File: src/shared/fsp_cfg.svh
`ifndef FSP_CFG_SVH
`define FSP_CFG_SVH

// ----------------------------------------------------------------
// Register byte offsets on the APB side
// ----------------------------------------------------------------
`define FSP_OFF_SCTL   12'h000
`define FSP_OFF_FCS    12'h004
`define FSP_OFF_RXD    12'h008
`define FSP_OFF_TXD    12'h00c
`define FSP_OFF_IRQ    12'h010

// ----------------------------------------------------------------
// serial_control fields and reset value
// ----------------------------------------------------------------
`define FSP_SCTL_RST   8'h80
`define FSP_SC_CKLO    0
`define FSP_SC_CKHI    2
`define FSP_SC_ROLE    3
`define FSP_SC_START   4
`define FSP_SC_ICK     5
`define FSP_SC_BUSY    6

// ----------------------------------------------------------------
// fifo_control_status fields and reset value
// ----------------------------------------------------------------
`define FSP_FCS_RST    8'hf1
`define FSP_FC_EMPTY   0
`define FSP_FC_FULL    1
`define FSP_FC_OVF     2
`define FSP_FC_INIT    3

// ----------------------------------------------------------------
// Completion interrupt register fields
// ----------------------------------------------------------------
`define FSP_IQ_REQ     0
`define FSP_IQ_EN      1
`define FSP_IQ_PLO     2
`define FSP_IQ_PHI     3
`define FSP_IRQ_VECTOR 16'h0040

// ----------------------------------------------------------------
// Sizes and timing counts
// ----------------------------------------------------------------
`define FSP_FIFO_DEPTH 32
`define FSP_GAP_HALVES 2'd2

`endif

File: src/core/fsp_unused_guard.sv
`timescale 1ns/1ps
`default_nettype none
`default_nettype wire

File: src/shared/fsp_pkg.sv
package fsp_pkg;

	// ------------------------------------------------------------
	// Transfer engine states, Gray coded idle -> run -> gap
	// ------------------------------------------------------------
	typedef enum logic [1:0] {
		fsp_st_idle = 2'b00,
		fsp_st_run  = 2'b01,
		fsp_st_gap  = 2'b11
	} fsp_state_type;

endpackage : fsp_pkg

File: src/core/fsp_fifo_serial_port.sv
// Our own choices: the register addresses and the APB register port.
`timescale 1ns/1ps
`default_nettype none
`include "fsp_cfg.svh"

// Behaviour
// - Status register resets F1H, only init writable
// - Empty flag set after reset, init, drain
// - Full flag set when 32 bytes stored
// - Slave: extra clocks after last byte set overflow
// - Overflow cleared only by init bit or a mid-transfer abort
// - Init bit resets port, clears FIFO, self-clears
// - Eight received bits pushed into FIFO automatically
// - Receive reads return bytes oldest first
// - Written bytes queue, then feed shift register
// - One start moves up to 32 bytes
// - Master drives selected internal clock out
// - Slave shifts on clock from the pin
// - Output on falling edge, sample on rising
// - Bytes shift least significant bit first
// - Start bit begins; completion clears it, flags request
// - Clearing start mid-transfer aborts and initializes
// - Role bit: zero master, one slave
// - Slave ignores clock select and interval bit
// - Completion request, enable, priority, vector 0040
// - Busy bit reports transfer in progress
module fsp_fifo_serial_port
	import fsp_pkg::*;
#(
	parameter int DEPTH = `FSP_FIFO_DEPTH
)(
	input  wire logic        pclk,
	input  wire logic        presetn,
	input  wire logic [11:0] paddr,
	input  wire logic        psel,
	input  wire logic        penable,
	input  wire logic        pwrite,
	input  wire logic [31:0] pwdata,
	output logic      [31:0] prdata,
	output logic             pready,
	output logic             pslverr,
	input  wire logic        shift_clock_in,
	output logic             shift_clock_out,
	output logic             shift_clock_oe,
	input  wire logic        serial_in,
	output logic             serial_out,
	output logic             completion_irq
);

	localparam int PW = $clog2(DEPTH);
	localparam logic [PW:0] FULL_CNT = (PW+1)'(DEPTH);

	// ------------------------------------------------------------
	// Storage and state
	// ------------------------------------------------------------
	logic [7:0]    mem_q [DEPTH];   // Shared byte queue
	logic [PW-1:0] rd_ptr_q;        // Oldest byte
	logic [PW-1:0] wr_ptr_q;        // Next free slot
	logic [PW:0]   cnt_q;           // Bytes held
	logic [2:0]    cksel_q;         // Master clock select
	logic          role_q;          // One selects slave
	logic          ick_q;           // Interval clock enable
	logic          start_q;         // Transfer start bit
	logic          busy_q;          // Transfer in progress
	logic          ovf_q;           // Slave overflow flag
	logic          sdone_q;         // Slave transfer finished
	logic          done_q;          // Completion, one cycle late
	logic          irq_req_q;       // Completion request flag
	logic          irq_en_q;        // Completion enable flag
	logic [1:0]    irq_pri_q;       // Completion priority
	logic          irq_q;           // Gated request pin
	fsp_state_type state_q;         // Engine state
	logic [8:0]    div_q;           // Half period counter
	logic [1:0]    gap_q;           // Interval halves left
	logic [2:0]    bit_q;           // Bit within byte
	logic [PW:0]   left_q;          // Bytes still to move
	logic [7:0]    tx_sh_q;         // Transmit shift register
	logic [7:0]    rx_sh_q;         // Receive shift register
	logic          sclk_q;          // Master clock level
	logic          sclk_oe_q;       // Clock pin drive
	logic          sout_q;          // Serial output level
	logic [2:0]    ck_s_q;          // Clock pin synchroniser
	logic [2:0]    si_s_q;          // Data pin synchroniser
	logic          ck_lvl_q;        // Filtered clock level
	logic          si_lvl_q;        // Filtered data level
	logic [31:0]   prdata_q;        // Read data
	logic          pready_q;        // Ready answer
	logic          pslverr_q;       // Error answer

	// ------------------------------------------------------------
	// Decode
	// ------------------------------------------------------------
	logic setup;      // APB setup cycle
	logic wr;         // Write access phase
	logic rd;         // Read access phase
	logic hit_sctl;   // serial_control selected
	logic hit_fcs;    // fifo_control_status selected
	logic hit_rxd;    // receive_fifo_data selected
	logic hit_txd;    // transmit_fifo_data selected
	logic hit_irq;    // Interrupt register selected
	logic empty;      // FIFO holds nothing
	logic full;       // FIFO holds DEPTH bytes
	logic master;     // Master role
	logic init_p;     // Port initialise pulse
	logic start_p;    // Transfer begins
	logic host_push;  // Software byte in
	logic host_pop;   // Software byte out
	logic eng_push;   // Received byte in
	logic eng_pop;    // Next transmit byte out
	logic push;       // Any push
	logic pop;        // Any pop
	logic tick;       // Master half period elapsed
	logic ck_agree;   // Second and third stages match
	logic ck_rise;    // Slave clock rose
	logic ck_fall;    // Slave clock fell
	logic fall_ev;    // Shift clock falling edge
	logic rise_ev;    // Shift clock rising edge
	logic byte_end;   // Eighth bit sampled
	logic last;       // Final byte of the transfer
	logic done_p;     // Transfer complete
	logic [7:0] rx_byte;  // Assembled byte
	logic [7:0] head;     // Oldest FIFO byte
	logic [8:0] div_top;  // Half period reload

	assign setup    = psel & ~penable;
	assign wr       = psel & penable & pwrite;
	assign rd       = psel & penable & ~pwrite;
	assign hit_sctl = paddr == `FSP_OFF_SCTL;
	assign hit_fcs  = paddr == `FSP_OFF_FCS;
	assign hit_rxd  = paddr == `FSP_OFF_RXD;
	assign hit_txd  = paddr == `FSP_OFF_TXD;
	assign hit_irq  = paddr == `FSP_OFF_IRQ;
	assign empty    = cnt_q == '0;
	assign full     = cnt_q == FULL_CNT;
	assign master   = ~role_q;
	assign head     = mem_q[rd_ptr_q];

	// Init bit, or clearing start while busy, both initialise
	assign init_p = (wr & hit_fcs & pwdata[`FSP_FC_INIT])
		| (wr & hit_sctl & ~pwdata[`FSP_SC_START] & busy_q);

	assign start_p = wr & hit_sctl & pwdata[`FSP_SC_START]
		& ~busy_q & ~start_q;

	// Data accesses while busy are dropped to protect the shift
	assign host_push = wr & hit_txd & ~busy_q & ~full;
	assign host_pop  = rd & hit_rxd & ~busy_q & ~empty;

	// ------------------------------------------------------------
	// Edge sources for the shift clock
	// ------------------------------------------------------------
	assign div_top  = (9'd2 << cksel_q) - 9'd1;
	assign tick     = master & (div_q == '0);
	assign ck_agree = ck_s_q[1] == ck_s_q[2];
	assign ck_rise  = ck_agree & ck_s_q[1] & ~ck_lvl_q;
	assign ck_fall  = ck_agree & ~ck_s_q[1] & ck_lvl_q;

	// Slave uses the pin, master its own divider
	assign fall_ev = (state_q == fsp_st_run)
		& (master ? (tick & sclk_q) : ck_fall);
	assign rise_ev = (state_q == fsp_st_run)
		& (master ? (tick & ~sclk_q) : ck_rise);

	assign byte_end = rise_ev & (bit_q == 3'd7);
	assign last     = left_q == (PW+1)'(1);
	assign rx_byte  = {si_lvl_q, rx_sh_q[7:1]};
	assign eng_push = byte_end;
	assign eng_pop  = (start_p & ~empty)
		| (byte_end & ~last);
	assign done_p   = (start_p & empty) | (byte_end & last);
	assign push     = host_push | eng_push;
	assign pop      = host_pop | eng_pop;

	// ------------------------------------------------------------
	// Pin synchronisers
	// ------------------------------------------------------------
	// Three stages; a level counts once stages two and three agree
	always_ff @(posedge pclk or negedge presetn) begin
		if (!presetn) begin
			ck_s_q   <= 3'h7;
			si_s_q   <= 3'h7;
			ck_lvl_q <= 1'b1;
			si_lvl_q <= 1'b1;
		end else begin
			ck_s_q <= {ck_s_q[1:0], shift_clock_in};
			si_s_q <= {si_s_q[1:0], serial_in};
			if (ck_agree) begin
				ck_lvl_q <= ck_s_q[1];
			end
			if (si_s_q[1] == si_s_q[2]) begin
				si_lvl_q <= si_s_q[1];
			end
		end
	end

	// ------------------------------------------------------------
	// FIFO storage and pointers
	// ------------------------------------------------------------
	// Engine pushes take the slot; software cannot push while busy
	always_ff @(posedge pclk) begin
		if (push) begin
			mem_q[wr_ptr_q] <= eng_push ? rx_byte : pwdata[7:0];
		end
	end

	// One queue serves both ways, so oldest-first holds for reads
	always_ff @(posedge pclk or negedge presetn) begin
		if (!presetn) begin
			rd_ptr_q <= '0;
			wr_ptr_q <= '0;
			cnt_q    <= '0;
		end else if (init_p) begin
			rd_ptr_q <= '0;
			wr_ptr_q <= '0;
			cnt_q    <= '0;
		end else begin
			if (push) begin
				wr_ptr_q <= PW'(wr_ptr_q + 1'b1);
			end
			if (pop) begin
				rd_ptr_q <= PW'(rd_ptr_q + 1'b1);
			end
			case ({push, pop})
				2'b10:   cnt_q <= (PW+1)'(cnt_q + 1'b1);
				2'b01:   cnt_q <= (PW+1)'(cnt_q - 1'b1);
				default: cnt_q <= cnt_q;
			endcase
		end
	end

	// ------------------------------------------------------------
	// serial_control
	// ------------------------------------------------------------
	// Mode bits are locked while busy so a live transfer stays sane
	always_ff @(posedge pclk or negedge presetn) begin
		if (!presetn) begin
			cksel_q <= 3'h0;
			role_q  <= 1'b0;
			ick_q   <= 1'b0;
			start_q <= 1'b0;
		end else begin
			if (wr & hit_sctl & ~busy_q) begin
				cksel_q <= pwdata[`FSP_SC_CKHI:`FSP_SC_CKLO];
				role_q  <= pwdata[`FSP_SC_ROLE];
				ick_q   <= pwdata[`FSP_SC_ICK];
			end
			if (init_p) begin
				start_q <= 1'b0;
			end else if (start_p) begin
				start_q <= 1'b1;
			end
			if (done_p) begin
				start_q <= 1'b0;
			end
		end
	end

	// ------------------------------------------------------------
	// Busy flag and slave overflow
	// ------------------------------------------------------------
	always_ff @(posedge pclk or negedge presetn) begin
		if (!presetn) begin
			busy_q  <= 1'b0;
			sdone_q <= 1'b0;
			ovf_q   <= 1'b0;
		end else begin
			if (init_p | done_p) begin
				busy_q <= 1'b0;
			end else if (start_p) begin
				busy_q <= 1'b1;
			end
			if (init_p | start_p) begin
				sdone_q <= 1'b0;
			end
			if (done_p & role_q) begin
				sdone_q <= 1'b1;
			end
			// Set wins over the init clear in the same cycle
			if (sdone_q & role_q & ck_fall) begin
				ovf_q <= 1'b1;
			end else if (init_p) begin
				ovf_q <= 1'b0;
			end
		end
	end

	// ------------------------------------------------------------
	// Transfer engine
	// ------------------------------------------------------------
	// Clock rests high; a fall drives a bit, a rise samples one
	always_ff @(posedge pclk or negedge presetn) begin
		if (!presetn) begin
			state_q <= fsp_st_idle;
			div_q   <= '0;
			gap_q   <= '0;
			bit_q   <= '0;
			left_q  <= '0;
			tx_sh_q <= '0;
			rx_sh_q <= '0;
			sclk_q  <= 1'b1;
			sout_q  <= 1'b1;
		end else if (init_p) begin
			state_q <= fsp_st_idle;
			sclk_q  <= 1'b1;
			bit_q   <= '0;
		end else begin
			case (state_q)
				fsp_st_idle: begin
					sclk_q <= 1'b1;
					if (start_p & ~empty) begin
						state_q <= fsp_st_run;
						tx_sh_q <= head;
						left_q  <= cnt_q;
						div_q   <= div_top;
						bit_q   <= '0;
					end
				end
				fsp_st_run: begin
					if (master) begin
						div_q <= tick ? div_top : 9'(div_q - 1'b1);
						if (tick) begin
							sclk_q <= ~sclk_q;
						end
					end
					if (fall_ev) begin
						sout_q  <= tx_sh_q[0];
						tx_sh_q <= {1'b0, tx_sh_q[7:1]};
					end
					if (rise_ev) begin
						rx_sh_q <= rx_byte;
						bit_q   <= bit_q + 3'd1;
					end
					if (byte_end) begin
						left_q <= (PW+1)'(left_q - 1'b1);
						if (last) begin
							state_q <= fsp_st_idle;
						end else begin
							tx_sh_q <= head;
							// Interval only applies to master
							if (ick_q & master) begin
								state_q <= fsp_st_gap;
								gap_q   <= `FSP_GAP_HALVES;
							end
						end
					end
				end
				fsp_st_gap: begin
					div_q <= tick ? div_top : 9'(div_q - 1'b1);
					if (tick) begin
						gap_q <= gap_q - 2'd1;
						if (gap_q == 2'd1) begin
							state_q <= fsp_st_run;
						end
					end
				end
				default: state_q <= fsp_st_idle;
			endcase
		end
	end

	// ------------------------------------------------------------
	// Pin drivers
	// ------------------------------------------------------------
	// Slave never drives the clock pin
	always_ff @(posedge pclk or negedge presetn) begin
		if (!presetn) begin
			sclk_oe_q <= 1'b0;
		end else begin
			sclk_oe_q <= master;
		end
	end

	// ------------------------------------------------------------
	// Completion request, enable and priority
	// ------------------------------------------------------------
	// Request rises one cycle after completion; set beats clear
	always_ff @(posedge pclk or negedge presetn) begin
		if (!presetn) begin
			done_q    <= 1'b0;
			irq_req_q <= 1'b0;
			irq_en_q  <= 1'b0;
			irq_pri_q <= '0;
			irq_q     <= 1'b0;
		end else begin
			done_q <= done_p;
			if (done_q) begin
				irq_req_q <= 1'b1;
			end else if (wr & hit_irq) begin
				irq_req_q <= pwdata[`FSP_IQ_REQ];
			end
			if (wr & hit_irq) begin
				irq_en_q  <= pwdata[`FSP_IQ_EN];
				irq_pri_q <= pwdata[`FSP_IQ_PHI:`FSP_IQ_PLO];
			end
			irq_q <= irq_req_q & irq_en_q;
		end
	end

	// ------------------------------------------------------------
	// APB answer
	// ------------------------------------------------------------
	// Read data is captured in the setup cycle, zero wait states
	always_ff @(posedge pclk or negedge presetn) begin
		if (!presetn) begin
			prdata_q  <= '0;
			pready_q  <= 1'b0;
			pslverr_q <= 1'b0;
		end else begin
			pready_q <= 1'b1;
			if (setup) begin
				pslverr_q <= ~(hit_sctl | hit_fcs | hit_rxd
					| hit_txd | hit_irq);
				prdata_q <= '0;
				if (~pwrite & hit_sctl) begin
					prdata_q[7:0] <= {1'b1, busy_q, ick_q, start_q,
						role_q, cksel_q};
				end
				if (~pwrite & hit_fcs) begin
					prdata_q[7:0] <= {4'hf, 1'b0, ovf_q,
						full, empty};
				end
				if (~pwrite & hit_rxd) begin
					prdata_q[7:0] <= head;
				end
				if (~pwrite & hit_irq) begin
					prdata_q <= {`FSP_IRQ_VECTOR, 12'h000,
						irq_pri_q, irq_en_q, irq_req_q};
				end
			end
		end
	end

	assign prdata          = prdata_q;
	assign pready          = pready_q;
	assign pslverr         = pslverr_q;
	assign shift_clock_out = sclk_q;
	assign shift_clock_oe  = sclk_oe_q;
	assign serial_out      = sout_q;
	assign completion_irq  = irq_q;

endmodule : fsp_fifo_serial_port

`default_nettype wire

File: config.mk
export PLATFORM = sky130hd
export DESIGN_NAME = fsp_fifo_serial_port
export DESIGN_NICKNAME = d
export VERILOG_FILES = /design/src/core/fsp_unused_guard.sv /design/src/shared/fsp_pkg.sv /design/src/core/fsp_fifo_serial_port.sv
export VERILOG_INCLUDE_DIRS = /design/src /design/src/shared
export SDC_FILE = /design/constraint.sdc
export NUM_CORES = 1
export LEC_CHECK = 0
export BUFFER_PORTS_ARGS = -buffer_cell sky130_fd_sc_hd__buf_2
export CAP_MARGIN = 5
export CORE_ASPECT_RATIO = 1.2
export CORE_MARGIN = 2
export CORE_UTILIZATION = 45
export DETAILED_ROUTE_END_ITERATION = 8
export PLACE_DENSITY = 0.66
export SLEW_MARGIN = 5
export SYNTH_ARGS = -nofsm -noshare
export SYNTH_HDL_FRONTEND = slang
export SYNTH_SLANG_ARGS = --single-unit
File: constraint.sdc
create_clock -name pclk -period 7.5 [get_ports pclk]
set_clock_uncertainty 0.15 [all_clocks]
set_input_delay 0 -clock pclk [delete_from_list [all_inputs] [get_ports pclk]]
set_output_delay 0 -clock pclk [all_outputs]
set_load 0.01 [all_outputs]
==> impl_metrics.env <==
export IMPL_status="completed"
export IMPL_endpoint_kind="flop"
export IMPL_clock_sinks=346
export IMPL_synthCells=962
export IMPL_ys_seq_area_frac=0.6635
export IMPL_ys_types=76
export IMPL_holdPathStages=5
export IMPL_crit_cells=8
export IMPL_crit_arrival_ns=4.37
export IMPL_die_h_um=204.0
export IMPL_dp_slack_ns=3.599
export IMPL_switchingPower_uw=1123
export IMPL_num_rows=73
export IMPL_grt_pass1_vias=8389
export IMPL_fillers=2732
export IMPL_slowest_stage="dfrtp_4"
export IMPL_routed_wl_um=31830
export IMPL_swShare=0.2519
export IMPL_max_cap_violations=0
export IMPL_critPathTopFamily="multiplexers"
export IMPL_cp_max_fo=36
export IMPL_power_frac_comb=0.130
export IMPL_layout_common_cells="edfxtp_1, nor2_1, mux4_2"
export IMPL_cts_resized=0
export IMPL_core_area_um2=32970
export IMPL_drive_gt1_frac=0.2084
export IMPL_worstPathCellList="buf_4 > mux4_2 > mux4_2 > mux2i_1 > o32ai_1 > nand2_1 > dlygate4sd3_1 > o21ai_1"
export IMPL_worst_pin_slew_ns=1.164
export IMPL_grt_pass1_wl_um=49470
export IMPL_crit_required_ns=7.73
export IMPL_power_density_nw_per_um2=263.9
export IMPL_synth_edf_count=256
export IMPL_postRouteAntennaNets=0
export IMPL_cp_slowest_stage_delay_ns=0.90
export IMPL_p_total_uw=4459
export IMPL_regToRegStartpoint="rd_ptr_q[0]"
export IMPL_crit_end="prdata[1]"
export IMPL_die_area_um2=34810
export IMPL_timing_fmax_mhz=241.6
export IMPL_port_buffers=41
export IMPL_mappedNetlistArea_um2=15000
export IMPL_p_int_uw=3335
export IMPL_start_util=0.4549
export IMPL_grt_remaining_overflow=0
export IMPL_reg2reg_depth=8
export IMPL_wl_per_cell_um=21.27
export IMPL_die_width_um=170.7
export IMPL_clk_latency_ns=0.53
export IMPL_drtIter0Drc=764
export IMPL_numCtsBuffers=35
export IMPL_finalSetupTns_ns=0
export IMPL_path_class="flop to flop"
export IMPL_grt_setup_unrepaired="false"
export IMPL_ios=89
export IMPL_fin_crit_ns=4.139
export IMPL_p_leak_uw=0.006038
export IMPL_cp_startpoint="rd_ptr_q[0]"
export IMPL_cpMostUsedCell="mux4_2"
export IMPL_pwr_share_seq=0.496
export IMPL_area_growth_synth_to_final_pct=12.62
export IMPL_hold_violations=0
export IMPL_dr_total_vias=8350
export IMPL_fin_ws_ns=3.361
export IMPL_clk_pin_slew_ns=0.06
export IMPL_syn_avg_cell_area_um2=15.59
export IMPL_critPathBufInv=2
export IMPL_grt_usage=0.1887
export IMPL_post_dp_hpwl_um=19950
export IMPL_cts_root_buf="clkbuf_16"
export IMPL_yosys_warnings=0
export IMPL_drc_errors=0
export IMPL_first_pass_iters=5
export IMPL_setup_viol=0
export IMPL_synthFlopType="edfxtp_1"
export IMPL_period_share=0.5519
export IMPL_cts_tree="built"
export IMPL_cts_htree_levels=2
export IMPL_r2r_slack_ns=3.36
export IMPL_critPathLaunchType="flop"
export IMPL_slew_violations=0
export IMPL_ir_drop_uv=123.3
export IMPL_gp_congestion=0.8375
export IMPL_layout_commonest_cell="edfxtp_1"
export IMPL_grt_max_degree=68
export IMPL_avgViaCountPerCell=5.582
export IMPL_multi_input_area_um2=4668
export IMPL_r2r_end="prdata[1]"
export IMPL_clockPowerShare=0.374
export IMPL_regArea_um2=9957
export IMPL_clockBufferDepth=3
export IMPL_hold_path_class="input port to flop"
export IMPL_antenna_found_initial=0
export IMPL_ys_ff_latch=346
export IMPL_nets=1097
export IMPL_maxSlewHeadroom=0.2241
export IMPL_ys_async_sr_fraction=0.2601
export IMPL_antennaDiodeCount=0
-- worst register-to-register path, delay by kind of cell, from the launching register on --
family                 cells  cell delay, ns
flip-flops                 1            0.90
AND/OR/NAND/NOR            1            0.09
AO/OA/AOI/OAI              2            0.21
buffers and inverters      2            1.20
multiplexers               3            1.46
-- power groups by stage --
| stage | clock network, uW | logic (uW) | registers, uW |
|---|---|---|---|
| 3_3_place_gp | 0 | 557 | 2250 |
| 6_report | 1670 | 578 | 2210 |
| 3_5_place_dp | 0 | 571 | 2250 |
| 2_1_floorplan | 0 | 444 | 2230 |
| 4_1_cts | 1700 | 583 | 2210 |
| 5_1_grt | 1780 | 656 | 2220 |
-- stage by stage --
step | area, um2 | instances | hold slack [ns] | utilization
after floorplan | 15080 | 984 | -0.4456 | -
after global placement | 15540 | 1412 | -0.1494 | 0.4714
after detailed placement | 15540 | 1412 | -0.1483 | 0.4714
after CTS | 16880 | 1496 | 0.01328 | 0.5121
after global routing | 16890 | 1496 | 0.07792 | 0.5123
final | 16890 | 1496 | 0.03789 | 0.5123
-- Yosys cell counts (5+ instances only) --
library cell | n | area (um2)
edfxtp_1 | 256 | 7687
dfrtp_1 | 80 | 2002
mux4_2 | 80 | 1802
nor2_1 | 80 | 300.3
nand2_1 | 71 | 266.5
a21oi_1 | 28 | 140.1
inv_1 | 28 | 105.1
o21ai_1 | 25 | 125.1
buf_4 | 24 | 180.2
clkbuf_1 | 22 | 82.58
o21ai_0 | 22 | 110.1
ha_1 | 21 | 262.8
buf_2 | 17 | 85.08
mux2i_1 | 17 | 170.2
mux2_2 | 15 | 168.9
nor3_1 | 14 | 70.07
nand3_1 | 11 | 55.05
dfstp_2 | 10 | 262.8
nand2b_1 | 7 | 43.79
o22ai_1 | 7 | 43.79
o2bb2ai_1 | 7 | 61.31
or3_1 | 7 | 43.79
buf_1 | 6 | 22.52
nor4_1 | 6 | 37.54
xnor2_1 | 6 | 52.55
and3_1 | 5 | 31.28
or4_1 | 5 | 37.54
xor2_1 | 5 | 43.79
-- area by class of cell --
class	count	share of cell area
clock buffer	49	0.05807
inverter	29	0.006444
tap	450	0.03333
sequential	346	0.5894
clock inverter	9	0.005407
timing repair buffer	73	0.03096
multi-input combinational	540	0.2763
-- worst min-delay path by stage --
stage,from,end,slack (ns)
after detailed placement,presetn,left_q[3],-0.15
after global routing,paddr[9],sdone_q,0.08
after CTS,paddr[11],pslverr,0.01
after floorplan,presetn,bit_q[0],-0.45
final,paddr[11],pslverr,0.04
after global placement,presetn,left_q[3],-0.15
-- registers in the layout, indices dropped and copies added (netlist names), 6 cells and up --
name,cells
mem_q,256
rx_sh_q,7
cnt_q,6
div_q,9
tx_sh_q,8
prdata,9
left_q,6
-- per-layer routing --
layer / vias to the layer above / GRT usage / share of wire
li1: 3772 / - / -
met1: 4286 / 0.2470 / 0.41
met2: 228 / 0.3167 / 0.50
met3: 64 / 0.02982 / 0.045
met4: 0 / 0.07509 / 0.036
met5: - / 0 / 0
-- cell families after synthesis --
group,Yosys count,synth area share
flip-flops,346,0.6635
AND/OR/NAND/NOR,235,0.07616
AO/OA/AOI/OAI,134,0.05906
multiplexers,114,0.1442
buffers and inverters,98,0.03195
adder cells (fa/ha/maj),22,0.01818
XOR/XNOR,11,0.006423
other,2,0.0005007
-- timing repair --
item | CTS | global route
setup buffers | 0 | 0
endpoints found under the hold margin | 107 | 0
hold buffers | 26 | 0
No activity file was read; power rests on OpenSTA's default activity.
